--- src/core/mmsd_consts.svh ---
// Address map constants and iso control defaults for the memory map strobe decoder.
// Assumes a 16-bit CPU address space; included by bare name.
`ifndef MMSD_CONSTS_SVH
`define MMSD_CONSTS_SVH

// General code/data RAM
`define MMSD_GEN_RAM_LO    16'h0000
`define MMSD_GEN_RAM_HI    16'h1b3f
// Aliased bulk buffer window (8-KB variant)
`define MMSD_ALIAS_LO      16'h1b40
`define MMSD_ALIAS_HI      16'h1f3f
// Alias of control registers, reserved for software
`define MMSD_ALIAS_RSV_LO  16'h1f40
`define MMSD_ALIAS_RSV_HI  16'h1fff
// Isochronous FIFO RAM exposed when iso space is disabled
`define MMSD_ISO_LO        16'h2000
`define MMSD_ISO_HI        16'h27ff
// Bulk endpoint buffers and control registers
`define MMSD_BULK_LO       16'h7b40
`define MMSD_BULK_HI       16'h7f3f
`define MMSD_CREG_LO       16'h7f40
`define MMSD_CREG_HI       16'h7fff
// Iso control register bit position and reset value
`define MMSD_ISO_DIS_BIT   0
`define MMSD_ISO_CTL_RST   8'h00

`endif

--- src/core/mmsd_pkg.sv ---
// Types shared by the memory map strobe decoder files.
// Assumes the constants header is compiled alongside.
package mmsd_pkg;

    // Internal region that an access decodes to
    typedef enum logic [2:0] {
        MMSD_REG_NONE  = 3'h0,
        MMSD_REG_GEN   = 3'h1,
        MMSD_REG_ALIAS = 3'h3,
        MMSD_REG_ISO   = 3'h2,
        MMSD_REG_BULK  = 3'h6,
        MMSD_REG_CREG  = 3'h7
    } mmsd_region_t;

endpackage

--- src/core/mmsd_decoder.sv ---
// Memory map decoder and external strobe gating for the CPU
// expansion bus. Assumes the CPU core drives raw active-low strobes and
// address on core_clk; external SRAM/ROM sits on the pins.
//
// Summary of operation
// General RAM decoded at bottom of map
// Location low: code internal, fetch/read merged
// Location high: all fetches go external
// Bulk buffers and control registers in data
// 8-KB variant aliases bulk buffers low
// Software avoids range above aliased buffers
// Iso disable exposes FIFO RAM as data
// Iso disable resets to zero
// No data strobes inside exposed FIFO RAM
// Software never uses iso endpoints when disabled
// Internal code range suppresses fetch strobe
// Internal moves produce no external strobes
// Read/write gated off internal addresses
// Select low on any qualified strobe
// Output enable low on read or fetch
// Select and enable only for external access
// Location high: internal RAM is data only
// Non-multiplexed 16-bit address, 8-bit data
// Read/write strobes share port C pins
// Fetch uses fetch strobe, moves use read/write
// Firmware uses upper buffer addresses
// Strobes high in reset and idle
`timescale 1ns/1ps
`include "mmsd_consts.svh"

module mmsd_decoder #(
    // Nonzero for the 8-KB RAM variant with the low alias
    parameter bit EIGHT_KB_VARIANT = 1'b1
) (
    // Clock and reset
    input  wire logic        core_clk,
    input  wire logic        srst,
    // Pins
    input  wire logic        code_location_select,
    input  wire logic        port_c_mem_expand,
    input  wire logic [7:0]  ext_data_in,
    // CPU core side, same clock domain
    input  wire logic [15:0] cpu_addr,
    input  wire logic [7:0]  cpu_wdata,
    input  wire logic        cpu_fetch_n,
    input  wire logic        cpu_rd_n,
    input  wire logic        cpu_wr_n,
    input  wire logic        iso_ctl_wr,
    input  wire logic [7:0]  iso_ctl_wdata,
    // Expansion bus outputs
    output logic [15:0]      ext_addr,
    output logic [7:0]       ext_data_out,
    output logic             ext_data_oe,
    output logic             program_fetch_strobe_n,
    output logic             port_c_bit7,
    output logic             port_c_bit6,
    output logic             chip_select_n,
    output logic             output_enable_n,
    // Internal side
    output logic             int_sel,
    output mmsd_pkg::mmsd_region_t int_region,
    output logic             iso_space_disable,
    output logic [7:0]       cpu_rdata
);

    // Two-stage synchronisers for pin inputs
    logic       loc_meta;   // First stage, read only by loc_sync
    logic       loc_sync;   // Code-location level
    logic       exp_meta;   // First stage, read only by exp_sync
    logic       exp_sync;   // Port C expansion strap
    logic [7:0] din_meta;   // First stage of data bus
    logic [7:0] din_sync;   // Data bus as the core sees it

    // Pins are asynchronous to core_clk, so two flops each
    always_ff @(posedge core_clk)
    begin
        loc_meta <= code_location_select;
        loc_sync <= loc_meta;
        exp_meta <= port_c_mem_expand;
        exp_sync <= exp_meta;
        din_meta <= ext_data_in;
        din_sync <= din_meta;
    end

    // Iso control register, bit 0 disables iso space
    logic [7:0] iso_ctl;
    always_ff @(posedge core_clk)
    begin
        if (srst)
            iso_ctl <= `MMSD_ISO_CTL_RST;
        else if (iso_ctl_wr)
            iso_ctl <= iso_ctl_wdata;
    end
    wire iso_dis = iso_ctl[`MMSD_ISO_DIS_BIT];

    // Region decode of the current address
    mmsd_pkg::mmsd_region_t region;
    logic                   addr_internal;
    mmsd_region_decode u_dec (
        .addr              (cpu_addr),
        .iso_space_disable (iso_dis),
        .alias_enable      (EIGHT_KB_VARIANT),
        .region            (region),
        .is_internal       (addr_internal)
    );

    // Raw strobe activity
    wire fetch_req = !cpu_fetch_n;
    wire rd_req    = !cpu_rd_n;
    wire wr_req    = !cpu_wr_n;

    // Fetch is internal only with location low in general RAM
    wire fetch_int = !loc_sync &&
                     region == mmsd_pkg::MMSD_REG_GEN;
    // With location high all fetches go out
    wire fetch_ext = fetch_req && !fetch_int;

    // Data moves stay inside for every internal region
    wire data_int = addr_internal;
    wire rd_ext   = rd_req && !data_int;
    wire wr_ext   = wr_req && !data_int;

    // Internal select; merged fetch/read when code sits inside
    wire int_rd   = rd_req && data_int;
    wire int_wr   = wr_req && data_int;
    wire int_fch  = fetch_req && fetch_int;
    wire next_int = int_rd || int_wr || int_fch;

    // Combined outputs derived only from qualified strobes
    wire next_cs  = fetch_ext || rd_ext || wr_ext;
    wire next_oe  = fetch_ext || rd_ext;

    // Registered expansion outputs; all strobes idle high in reset
    always_ff @(posedge core_clk)
    begin
        if (srst)
        begin
            program_fetch_strobe_n <= 1'b1;
            port_c_bit7            <= 1'b1;
            port_c_bit6            <= 1'b1;
            chip_select_n          <= 1'b1;
            output_enable_n        <= 1'b1;
            ext_addr               <= 16'h0000;
            ext_data_out           <= 8'h00;
            ext_data_oe            <= 1'b0;
        end
        else
        begin
            program_fetch_strobe_n <= !fetch_ext;
            // Read/write share port C pins when expanded
            port_c_bit7  <= exp_sync ? !rd_ext : 1'b1;
            port_c_bit6  <= exp_sync ? !wr_ext : 1'b1;
            chip_select_n   <= !next_cs;
            output_enable_n <= !next_oe;
            ext_addr        <= cpu_addr;
            ext_data_out    <= cpu_wdata;
            ext_data_oe     <= wr_ext && exp_sync;
        end
    end

    // Internal-side registered outputs
    always_ff @(posedge core_clk)
    begin
        if (srst)
        begin
            int_sel           <= 1'b0;
            int_region        <= mmsd_pkg::MMSD_REG_NONE;
            iso_space_disable <= 1'b0;
            cpu_rdata         <= 8'h00;
        end
        else
        begin
            int_sel           <= next_int;
            int_region        <= region;
            iso_space_disable <= iso_dis;
            cpu_rdata         <= din_sync;
        end
    end
endmodule

--- src/core/mmsd_region_decode.sv ---
// Combinational address-to-region decode for the strobe decoder.
// Assumes a 16-bit address; pure logic, no clock.
`timescale 1ns/1ps
`include "mmsd_consts.svh"

module mmsd_region_decode (
    // Address and mode
    input  wire logic [15:0]          addr,
    input  wire logic                 iso_space_disable,
    input  wire logic                 alias_enable,
    // Decode result
    output mmsd_pkg::mmsd_region_t    region,
    output logic                      is_internal
);

    // Region hits
    wire hit_gen   = addr <= `MMSD_GEN_RAM_HI;
    wire hit_alias = alias_enable && addr >= `MMSD_ALIAS_LO &&
                     addr <= `MMSD_ALIAS_RSV_HI;
    wire hit_iso   = iso_space_disable && addr >= `MMSD_ISO_LO &&
                     addr <= `MMSD_ISO_HI;
    wire hit_bulk  = addr >= `MMSD_BULK_LO && addr <= `MMSD_BULK_HI;
    wire hit_creg  = addr >= `MMSD_CREG_LO && addr <= `MMSD_CREG_HI;

    // Priority encode; regions never overlap
    assign region = hit_gen   ? mmsd_pkg::MMSD_REG_GEN   :
                    hit_alias ? mmsd_pkg::MMSD_REG_ALIAS :
                    hit_iso   ? mmsd_pkg::MMSD_REG_ISO   :
                    hit_bulk  ? mmsd_pkg::MMSD_REG_BULK  :
                    hit_creg  ? mmsd_pkg::MMSD_REG_CREG  :
                                mmsd_pkg::MMSD_REG_NONE;
    assign is_internal = region != mmsd_pkg::MMSD_REG_NONE;

endmodule

--- config.mk ---
export PLATFORM = sky130hd
export DESIGN_NAME = mmsd_decoder
export DESIGN_NICKNAME = d
export VERILOG_FILES = /design/src/core/mmsd_pkg.sv /design/src/core/mmsd_decoder.sv /design/src/core/mmsd_region_decode.sv
export VERILOG_INCLUDE_DIRS = /design/src /design/src/core
export SDC_FILE = /design/constraint.sdc
export NUM_CORES = 1
export LEC_CHECK = 0
export ABC_AREA = 1
export BUFFER_PORTS_ARGS = -buffer_cell sky130_fd_sc_hd__buf_2
export CAP_MARGIN = 20
export CORE_MARGIN = 2
export CORE_UTILIZATION = 41
export DETAILED_ROUTE_END_ITERATION = 8
export PLACE_DENSITY = 0.73
export SETUP_SLACK_MARGIN = 0.15
export SLEW_MARGIN = 10
export SYNTH_ARGS = -nofsm -noshare
export SYNTH_HDL_FRONTEND = slang
export SYNTH_SLANG_ARGS = --single-unit
--- constraint.sdc ---
create_clock -name core_clk -period 1.9 [get_ports core_clk]
set_input_delay 0.38 -clock core_clk [delete_from_list [all_inputs] [get_ports core_clk]]
set_output_delay 0.38 -clock core_clk [all_outputs]
set_load 0.02 [all_outputs]
=== Word-level counts from Yosys, hierarchy flattened ===
Index checks and enable logic that the tools add are counted.

* Flip-flop bits (word level): 64
* Output and inout bits: 43
* Input bits: 48
* Logic and storage cells: 65

* Mux-type cells: 5
* Equal/unequal tests: 1
* Reductions and logical operators: 30
* Bitwise logic cells: 1
* Magnitude comparators: 9

{| class="wikitable"
|+ Operators with widths
! kind !! number
|-
| 16-bit by 15-bit greater-or-equal comparator with 1-bit output, second input constant || 2
|-
| 16-bit by 13-bit less-or-equal comparator with 1-bit output, second input constant || 2
|-
| 16-bit by 15-bit less-or-equal comparator with 1-bit output, second input constant || 2
|-
| 16-bit by 13-bit greater-or-equal comparator with 1-bit output, second input constant || 1
|-
| 16-bit by 14-bit greater-or-equal comparator with 1-bit output, second input constant || 1
|-
| 16-bit by 14-bit less-or-equal comparator with 1-bit output, second input constant || 1
|-
| 3-bit two-way mux || 5
|-
| 1-bit logical AND || 13
|-
| 1-bit logical NOT || 11
|-
| 1-bit logical OR || 4
|-
| 3-bit by 1-bit equality test with 1-bit output, second input constant || 1
|-
| 3-bit nonzero test || 1
|-
| 2-bit OR reduction || 1
|-
| 1-bit inverter || 1
|}

=== Longest topological paths before layout ===
Gate-level depths: netlist (run 1).

* Depth in word-level cells: 14
* Gate-level depth with buffers: 10

=== By module ===
A second synthesis (run 1) with hierarchy kept.

* Cell total of the unflattened synthesis: 202
* Area total of the unflattened synthesis: 1858.0 µm²

{| class="wikitable"
|+ By module, submodules not included
! module !! area an instance (µm²) !! instances !! seq. area each (µm²) !! cells an instance
|-
| mmsd_decoder || 1699.1 || 1 || 1281.2 || 165
|-
| mmsd_region_decode || 158.9 || 1 || 0.0 || 37
|}

=== Worst setup path before layout (run 1) ===
OpenSTA, ideal clock, no wires.

* Kind: input port to flip-flop
* Start point: in cpu_addr[11]
* End point: reg port_c_bit7
* Required time: 1780 ps
* Setup time: 120 ps
* Buffers on the path: 0
* Data arrival time: 1169 ps
* Stages on the path: 9
* Slack: 611 ps
* Cell sequence: nand2_1 inv_1 nand3_1 nand2_1 inv_1 nand2_2 a21oi_4 nand4_2 or2_1

* Longest elaborated chain between the ends: 11
* Elaborated cells between the ends (all ways): 23
* Classes of those cells: order compare (9); mux (5); reduce/logical (9)

{| class="wikitable"
|+ Ends and longest elaborated chain
! item !! RTL line !! RTL
|-
| from (decl) || mmsd_decoder.sv:43 || <nowiki>input wire logic [15:0] cpu_addr,</nowiki>
|-
| 16-bit by 15-bit greater-or-equal comparator with 1-bit output (no line) or 16-bit by 15-bit less-or-equal comparator with 1-bit output (tied branches) || n/a ||
|-
| 1-bit logical AND (no line) || n/a ||
|-
| 3-bit two-way mux || mmsd_region_decode.sv:30 || <nowiki>hit_creg ? mmsd_pkg::MMSD_REG_CREG :</nowiki>
|-
| 3-bit two-way mux || mmsd_region_decode.sv:29 || <nowiki>hit_bulk ? mmsd_pkg::MMSD_REG_BULK :</nowiki>
|-
| 3-bit two-way mux || mmsd_region_decode.sv:28 || <nowiki>hit_iso ? mmsd_pkg::MMSD_REG_ISO :</nowiki>
|-
| 3-bit two-way mux || mmsd_region_decode.sv:27 || <nowiki>hit_alias ? mmsd_pkg::MMSD_REG_ALIAS :</nowiki>
|-
| 3-bit two-way mux (*) || mmsd_region_decode.sv:26 || <nowiki>assign region = hit_gen ? mmsd_pkg::MMSD_REG_GEN :</nowiki>
|-
| 3-bit nonzero test (*) || mmsd_region_decode.sv:32 || <nowiki>assign is_internal = region != mmsd_pkg::MMSD_REG_NONE;</nowiki>
|-
| 1-bit logical NOT (*) || mmsd_decoder.sv:120 || <nowiki>wire rd_ext = rd_req && !data_int;</nowiki>
|-
| 1-bit logical AND (*) || mmsd_decoder.sv:120 ||
|-
| 1-bit logical NOT (*) || mmsd_decoder.sv:151 || <nowiki>port_c_bit7 <= exp_sync ? !rd_ext : 1'b1;</nowiki>
|-
| to (signal assigned) || mmsd_decoder.sv:151 ||
|-
| to (decl) || mmsd_decoder.sv:55 || <nowiki>output logic port_c_bit7,</nowiki>
|}

Every way passes the cells marked *; elsewhere a longest branch is shown, timed or not.
A chain may end at the register's enable or synchronous reset.

=== Final worst setup path (run 1) ===
* Start point: reg cpu_rdata[3]
* End point: out cpu_rdata[3]

{| class="wikitable"
|+ RTL lines
! item !! RTL line !! RTL
|-
| from (decl) || mmsd_decoder.sv:63 || <nowiki>output logic [7:0] cpu_rdata</nowiki>
|-
| from (signal assigned) || mmsd_decoder.sv:176 || <nowiki>cpu_rdata <= din_sync;</nowiki>
|}

No word-level cell between the ends.

==> impl_results.html, run 1 <==
<table>
<tr><th>Metric</th><th>Value</th></tr>
<tr><th colspan="2">Clock tree</th></tr>
<tr><td>Clk_lat worst skew</td><td>0.33 ns</td></tr>
<tr><td>Clock tree from TritonCTS</td><td>done</td></tr>
<tr><td>Root buf cell</td><td>sky130_fd_sc_hd__clkbuf_8</td></tr>
<tr><td>Clock transition at the register clock pins on the worst setup and hold paths after CTS</td><td>0.07 ns</td></tr>
<tr><td>Total CTS buffers</td><td>9</td></tr>
<tr><td>Maximum root-to-sink buffer count</td><td>2</td></tr>
<tr><td>Number of hold-repair buffers added at the cts stage</td><td>0</td></tr>
<tr><td>Total number of clock tree sinks</td><td>64</td></tr>
<tr><td>Max H-tree Level</td><td>3</td></tr>
<tr><td>Post-CTS setup buffer count</td><td>0</td></tr>
<tr><td>Count of cells resized by post-cts repair</td><td>0</td></tr>
<tr><th colspan="2">Floorplan</th></tr>
<tr><td>Area enclosed by the die boundary</td><td>0.00503 sq mm</td></tr>
<tr><td>Initial Util</td><td>42.5%</td></tr>
<tr><td>Number of top-level pins</td><td>91</td></tr>
<tr><td>Num rows</td><td>24</td></tr>
<tr><td>Area of the core region</td><td>0.00432 sq mm</td></tr>
<tr><td>Die boundary width</td><td>70.9 microns</td></tr>
<tr><td>Die height</td><td>70.9 microns</td></tr>
<tr><th colspan="2">Timing</th></tr>
<tr><td>Tcrit/Tclk final</td><td>62.4%</td></tr>
<tr><td>Total negative slack for setup checks</td><td>0 ns</td></tr>
<tr><td>Count of final setup violators</td><td>0</td></tr>
<tr><td>Hold slack</td><td>0.144 ns</td></tr>
<tr><td>Setup repair after global routing missed its margin</td><td>false</td></tr>
<tr><td>Worst clock skew on the final layout</td><td>0.00671 ns</td></tr>
<tr><td>Max-slew headroom</td><td>77.3%</td></tr>
<tr><td>Number of failing hold endpoints at the final stage</td><td>0</td></tr>
<tr><td>Maximum clock frequency</td><td>844 MHz</td></tr>
<tr><td>Number of max-slew violations in the final report</td><td>0</td></tr>
<tr><td>Shortest clock period the worst path allows after layout</td><td>1.19 ns</td></tr>
<tr><td>Worst Tran Pin Value</td><td>0.340 ns</td></tr>
<tr><th colspan="2">Global route</th></tr>
<tr><td>Pin count of the biggest net entering global routing</td><td>23</td></tr>
<tr><td>Total gr overflow</td><td>0</td></tr>
<tr><td>Wire length of the first global-routing pass</td><td>5.28 mm</td></tr>
<tr><td>Antenna violations before repair</td><td>0</td></tr>
<tr><td>Vias in the first global route</td><td>1,253</td></tr>
<tr><td>Gr usage total</td><td>14.3%</td></tr>
<tr><th colspan="2">Setup path</th></tr>
<tr><td>Delay-heaviest family, CP</td><td>flip-flops</td></tr>
<tr><td>Crit end category</td><td>output port</td></tr>
<tr><td>Worst path buffer plus inverter count</td><td>1</td></tr>
<tr><td>Flop2flop setup slack</td><td>0.86 ns</td></tr>
<tr><td>CP max stage delay</td><td>0.32 ns</td></tr>
<tr><td>Chain of cells forming the critical path</td><td>buf_2</td></tr>
<tr><td>Nature of the critical path startpoint</td><td>flip-flop</td></tr>
<tr><td>Arrival time at the worst endpoint</td><td>0.81 ns</td></tr>
<tr><td>Crit-path max FO</td><td>1</td></tr>
<tr><td>Worst Setup Path Type</td><td>reg -&gt; out</td></tr>
<tr><td>Required time of the critical path</td><td>1.52 ns</td></tr>
<tr><td>Slowest CP cell</td><td>sky130_fd_sc_hd__dfxtp_1</td></tr>
<tr><th colspan="2">Synthesis</th></tr>
<tr><td>Area of the mapped netlist</td><td>0.00184 sq mm</td></tr>
<tr><td>Synthesized flop and latch total</td><td>64</td></tr>
<tr><td>Most frequently used cell type in the post-synthesis netlist</td><td>sky130_fd_sc_hd__dfxtp_1</td></tr>
<tr><td>Most instantiated flip-flop cell in the synthesis netlist</td><td>sky130_fd_sc_hd__dfxtp_1</td></tr>
<tr><td>Yosys top cell area share</td><td>69.8%</td></tr>
<tr><td>Cell count after synthesis</td><td>194</td></tr>
<tr><td>Mapped Avg Cell Area</td><td>9.47 sq um</td></tr>
<tr><td>Number of warnings reported in the yosys synthesis log</td><td>0</td></tr>
<tr><td>Biggest area consumer among synthesized cells</td><td>sky130_fd_sc_hd__dfxtp_1</td></tr>
<tr><td>List of most frequent post-synthesis cells</td><td>64 x sky130_fd_sc_hd__dfxtp_1, 43 x sky130_fd_sc_hd__inv_1, 42 x sky130_fd_sc_hd__nor2_1</td></tr>
<tr><td>Top post-synthesis cells by area</td><td>sky130_fd_sc_hd__dfxtp_1 70%, sky130_fd_sc_hd__inv_1 8.8%, sky130_fd_sc_hd__nor2_1 8.6%</td></tr>
<tr><td>Distinct cell type count of the synthesized netlist</td><td>17</td></tr>
<tr><td>Net Count, Synth</td><td>242</td></tr>
<tr><td>Post-synth EDFFs</td><td>0</td></tr>
<tr><td>Share of the yosys chip area belonging to registers</td><td>69.8%</td></tr>
<tr><td>Proportion of synthesized flip-flops having asynchronous set or reset</td><td>0%</td></tr>
<tr><th colspan="2">Detailed routing</th></tr>
<tr><td>Routed via count</td><td>1,401</td></tr>
<tr><td>Detailed Route Iter0 Violations</td><td>19</td></tr>
<tr><td>Final WL</td><td>3.29 mm</td></tr>
<tr><td>Avg WL per Cell</td><td>9.62 microns</td></tr>
<tr><td>Vias/cell</td><td>4.10</td></tr>
<tr><td>Drt first pass iters</td><td>5</td></tr>
<tr><td>DRC violations left</td><td>0</td></tr>
<tr><td>Number of routed nets with antenna violations</td><td>0</td></tr>
<tr><th colspan="2">Job</th></tr>
<tr><td>Max cap viols</td><td>0</td></tr>
<tr><th colspan="2">Power</th></tr>
<tr><td>P per Cell Area</td><td>1160 mW/mm^2</td></tr>
<tr><td>P_leak</td><td>1.41 nW</td></tr>
<tr><td>Post-layout power</td><td>0.00292 W</td></tr>
<tr><td>Highest ir drop seen on vdd</td><td>0.659 mV</td></tr>
<tr><th colspan="2">Finish</th></tr>
<tr><td>Layout Utilization</td><td>58.5%</td></tr>
<tr><td>Final antenna diode count</td><td>0</td></tr>
<tr><td>Number of nets in the layout</td><td>333</td></tr>
<tr><td>Area Overhead vs Synth</td><td>37.7%</td></tr>
<tr><td>Fraction of final layout cells sized beyond drive strength 1</td><td>37.9%</td></tr>
<tr><th colspan="2">Placed design</th></tr>
<tr><td>RePlAce Congestion</td><td>0.702</td></tr>
<tr><td>DPL Wire Length</td><td>2.40 mm</td></tr>
<tr><td>Total of buffers placed on input and output ports</td><td>83</td></tr>
<tr><th colspan="2">Min path</th></tr>
<tr><td>Worst min path class</td><td>in -&gt; reg</td></tr>
<tr><th colspan="2">Run status</th></tr>
<tr><td>Outcome</td><td>completed</td></tr>
</table>
==> through the flow <==
step	area [sq um]	worst slack (ns)	std cells
2_1_floorplan	1840	0.611	194
3_3_place_gp	2310	0.404	326
3_5_place_dp	2310	0.395	326
4_1_cts	2530	0.684	342
5_1_grt	2530	0.583	342
6_report	2530	0.715	342
==> final cells by class <==
class                      count  area, sq um
clock inverter                 6         82.6
sequential                    64         1280
timing repair buffer          84          423
fill                         412         1790
multi-input combinational     80          368
clock buffer                  10          138
tap                           52         65.1
inverter                      46          173
==> cell families after synthesis <==
kind of cell    after synthesis  synth area share, %
buf+inv                      50                 10.2
simple gates                 74                 17.4
flops                        64                 69.8
compound gates                6                 2.66
==> worst paths after layout <==
check / from / to / cells after the start
worst max register to register: iso_ctl[0] / port_c_bit7 / 5
worst min register to register: loc_meta / loc_sync / 0
worst min-delay path: ext_data_in[6] / din_meta[6] / 1
worst max-delay path: cpu_rdata[3] / cpu_rdata[3] / 1
==> metal layers <==
metal	vias up	track usage, %	share of wire, %
li1	742	-	-
met1	603	14.4	39
met2	49	22.9	50
met3	7	7.83	8.5
met4	0	9.01	2.0
met5	-	0	0
==> state kept, by name, indices dropped and copies added, names as in the netlist, 3 cells and up <==
| register | flops |
|---|---|
| int_region | 3 |
| din_sync | 8 |
| ext_addr | 16 |
| ext_data_out | 8 |
| din_meta | 8 |
| cpu_rdata | 8 |
==> placed cells by master (no fill, tap or decap), drive strengths merged, types with 2 or more instances in the layout <==
master  Yosys  final
buf         0     84
dfxtp      64     64
inv        46     46
nor2       44     44
nand2      17     17
clkbuf      4     10
nand3       7      7
nand4       4      4
a21oi       4      4
clkinv      0      3
bufinv      0      2
==> power by group <==
part,internal (W),total [W],switching [W]
Combinational,0.0000906,0.000240,0.000149
Sequential,0.00141,0.00143,0.0000149
Clock,0.000767,0.00126,0.000489
Total,0.00227,0.00292,0.000653
No activity file was read; power rests on OpenSTA's default activity.
==> inputs of run 2 (changes only) <==
- CORE_UTILIZATION: 41 -> 40
- PLACE_DENSITY: 0.73 -> 0.74
- clock period: 1.9 -> 1.05 ns (I/O delays scaled with it)
==> run 2 against run 1 <==
  * Hold slack got worse by 0.063 ns
  * Largest power group unchanged
  * Non-clock buffer count rose by 23
  * Sequential share of layout area fell by 7.6 points
  * First-iteration DRC count rose to 2.8 times the previous value
  * Critical endpoint is now port_c_bit6
  * Global-route usage rose by 2.8 points
  * Routed wire length rose by 24%
  * Final cell count rose by 6.7%
  * Critical path type is now in -> reg
==> impl_results.html, run 2 (synthesized netlist as in run 1, its figures left out) <==
<table>
<tr><th>Metric</th><th>Value</th></tr>
<tr><th colspan="2">Power</th></tr>
<tr><td>P per Cell Area</td><td>1660 mW/mm^2</td></tr>
<tr><td>Highest ir drop seen on vdd</td><td>1.59 mV</td></tr>
<tr><td>P_leak</td><td>1.59 nW</td></tr>
<tr><th colspan="2">Global route</th></tr>
<tr><td>Met2 Resource Use GR</td><td>29.8%</td></tr>
<tr><td>Wire length of the first global-routing pass</td><td>6.47 mm</td></tr>
<tr><td>Busiest layer in global routing</td><td>met2</td></tr>
<tr><td>Pin count of the biggest net entering global routing</td><td>26</td></tr>
<tr><td>Met3 Usage GRT</td><td>7.59%</td></tr>
<tr><td>Total gr overflow</td><td>0</td></tr>
<tr><td>Global-route met1 utilization</td><td>16.5%</td></tr>
<tr><td>Antenna violations before repair</td><td>0</td></tr>
<tr><td>Gr usage total</td><td>17.1%</td></tr>
<tr><td>Vias in the first global route</td><td>1,523</td></tr>
<tr><th colspan="2">Timing</th></tr>
<tr><td>Count of final setup violators</td><td>0</td></tr>
<tr><td>Number of failing hold endpoints at the final stage</td><td>0</td></tr>
<tr><td>Total negative slack for setup checks</td><td>0 ns</td></tr>
<tr><td>Worst Tran Pin Value</td><td>0.262 ns</td></tr>
<tr><td>Worst clock skew on the final layout</td><td>0.0103 ns</td></tr>
<tr><td>Setup repair after global routing missed its margin</td><td>true</td></tr>
<tr><td>Tcrit/Tclk final</td><td>94.1%</td></tr>
<tr><td>Max-slew headroom</td><td>82.6%</td></tr>
<tr><td>Number of max-slew violations in the final report</td><td>0</td></tr>
<tr><td>Final critical-path setup slack</td><td>0.0615 ns</td></tr>
<tr><td>Maximum clock frequency</td><td>1010 MHz</td></tr>
<tr><td>Shortest clock period the worst path allows after layout</td><td>0.988 ns</td></tr>
<tr><td>Hold slack</td><td>0.0806 ns</td></tr>
<tr><th colspan="2">Setup path</th></tr>
<tr><td>Crit-path max FO</td><td>4</td></tr>
<tr><td>Chain of cells forming the critical path</td><td>buf_2 &gt; inv_2 &gt; nand2_2 &gt; nor2_4 &gt; nand4_1 &gt; inv_2 &gt; a21oi_4 &gt; nand4_1 &gt; nor2_2 &gt; inv_2</td></tr>
<tr><td>Nature of the critical path startpoint</td><td>input pin</td></tr>
<tr><td>Arrival time at the worst endpoint</td><td>1.22 ns</td></tr>
<tr><td>Worst path buffer plus inverter count</td><td>4</td></tr>
<tr><td>Crit end category</td><td>flip-flop</td></tr>
<tr><td>CP max stage delay</td><td>0.18 ns</td></tr>
<tr><td>Slowest CP cell</td><td>sky130_fd_sc_hd__a21oi_4</td></tr>
<tr><td>Worst Setup Path Type</td><td>in -&gt; reg</td></tr>
<tr><td>Required time of the critical path</td><td>1.28 ns</td></tr>
<tr><td>Most numerous cell on the critical path</td><td>sky130_fd_sc_hd__inv_2</td></tr>
<tr><td>Delay-heaviest family, CP</td><td>simple AND/OR/NAND/NOR gates</td></tr>
<tr><th colspan="2">Clock tree</th></tr>
<tr><td>Maximum root-to-sink buffer count</td><td>2</td></tr>
<tr><td>Clock tree from TritonCTS</td><td>done</td></tr>
<tr><td>Root buf cell</td><td>sky130_fd_sc_hd__clkbuf_8</td></tr>
<tr><td>Max H-tree Level</td><td>3</td></tr>
<tr><td>Clock transition at the register clock pins on the worst setup and hold paths after CTS</td><td>0.07 ns</td></tr>
<tr><td>Total CTS buffers</td><td>9</td></tr>
<tr><td>Total number of clock tree sinks</td><td>64</td></tr>
<tr><td>Clk_lat worst skew</td><td>0.33 ns</td></tr>
<tr><th colspan="2">Run status</th></tr>
<tr><td>Outcome</td><td>completed</td></tr>
<tr><th colspan="2">Detailed routing</th></tr>
<tr><td>Drt first pass iters</td><td>4</td></tr>
<tr><td>Number of routed nets with antenna violations</td><td>0</td></tr>
<tr><td>Final WL</td><td>4.09 mm</td></tr>
<tr><td>Avg WL per Cell</td><td>11.2 microns</td></tr>
<tr><td>DRC violations left</td><td>0</td></tr>
<tr><td>Detailed Route Iter0 Violations</td><td>54</td></tr>
<tr><td>Vias/cell</td><td>4.20</td></tr>
<tr><td>Routed via count</td><td>1,534</td></tr>
<tr><th colspan="2">Floorplan</th></tr>
<tr><td>Die boundary width</td><td>71.8 microns</td></tr>
<tr><td>Area enclosed by the die boundary</td><td>0.00515 sq mm</td></tr>
<tr><td>Number of top-level pins</td><td>91</td></tr>
<tr><td>Die height</td><td>71.8 microns</td></tr>
<tr><td>Area of the core region</td><td>0.00438 sq mm</td></tr>
<tr><td>Num rows</td><td>24</td></tr>
<tr><td>Initial Util</td><td>41.9%</td></tr>
<tr><th colspan="2">Placed design</th></tr>
<tr><td>Placement Setup Slack</td><td>-0.267 ns</td></tr>
<tr><td>RePlAce Congestion</td><td>0.768</td></tr>
<tr><td>Total of buffers placed on input and output ports</td><td>83</td></tr>
<tr><td>DPL Wire Length</td><td>2.46 mm</td></tr>
<tr><td>Post-detailed-placement cell area</td><td>0.00243 sq mm</td></tr>
<tr><th colspan="2">Finish</th></tr>
<tr><td>Area of the multi-input gates</td><td>435 sq um</td></tr>
<tr><td>Area Overhead vs Synth</td><td>69.1%</td></tr>
<tr><td>Post-route cell area</td><td>0.00311 sq mm</td></tr>
<tr><td>Commonest non-fill, non-tap cell in the layout</td><td>sky130_fd_sc_hd__buf_6</td></tr>
<tr><td>Number of filler instances in the final layout</td><td>313</td></tr>
<tr><td>Sequential cell area in the final layout</td><td>0.00134 sq mm</td></tr>
<tr><td>Largest register FFs</td><td>16</td></tr>
<tr><td>Number of nets in the layout</td><td>356</td></tr>
<tr><td>Final antenna diode count</td><td>0</td></tr>
<tr><td>Commonest cells after routing, fill and taps aside</td><td>46 x sky130_fd_sc_hd__buf_6, 44 x sky130_fd_sc_hd__dfxtp_2, 42 x sky130_fd_sc_hd__nor2_1</td></tr>
<tr><td>Layout Utilization</td><td>70.9%</td></tr>
<tr><td>Most flops, register</td><td>ext_addr</td></tr>
<tr><td>Fraction of final layout cells sized beyond drive strength 1</td><td>56.5%</td></tr>
<tr><th colspan="2">Min path</th></tr>
<tr><td>Worst min path class</td><td>in -&gt; reg</td></tr>
<tr><th colspan="2">Job</th></tr>
<tr><td>Max cap viols</td><td>0</td></tr>
</table>
==> run 2: final timing paths <==
kind / startpoint / end / slack, ns / cells past startpoint
min: cpu_addr[2] / ext_addr[2] / 0.08 / 3
max: cpu_addr[15] / port_c_bit6 / 0.06 / 10
max reg2reg: iso_ctl[0] / port_c_bit7 / 0.08 / 5
min reg2reg: loc_meta / loc_sync / 0.32 / 0
==> run 2: final cells by class <==
class	count	share of cell area, %
Clock inverter	3	0.483
Multi-Input combinational cell	80	14.0
Inverter	46	5.56
Tap cell	52	2.09
Clock buffer	13	5.44
Sequential cell	64	43.0
Timing Repair Buffer	107	29.4
==> run 2: repair_timing <==
item	in CTS	in global routing
cloned	0	0
hold buffers	10	0
pin swaps	7	6
setup buffers	0	2
endpoints found under the setup margin	49	51
hold endpoints to repair	10	0
gates resized for setup	136	9
==> run 2: layer usage <==
layer,vias up,wire [microns]
met5,-,0
met4,0,77
met3,9,338
met2,60,2200
met1,676,1480
li1,789,-
==> run 2: power by group <==
group	switching, W	leakage, nW	internal, W
logic	0.000312	0.945	0.000335
registers	0.0000492	0.544	0.00258
clock network	0.000844	0.0992	0.00104
total	0.00121	1.59	0.00395
==> run 2: tightest hold or removal path, delay by kind of cell <==
family / cells / cell delay, ns
AND/OR/NAND/NOR: 1 / 0.03
buffers and inverters: 2 / 0.14
==> run 2: per-stage QoR <==
stage               power, W  cells
detailed placement   0.00312    337
finish               0.00516    365
CTS                  0.00519    363
global placement     0.00311    337
floorplan            0.00290    194
global route         0.00541    365
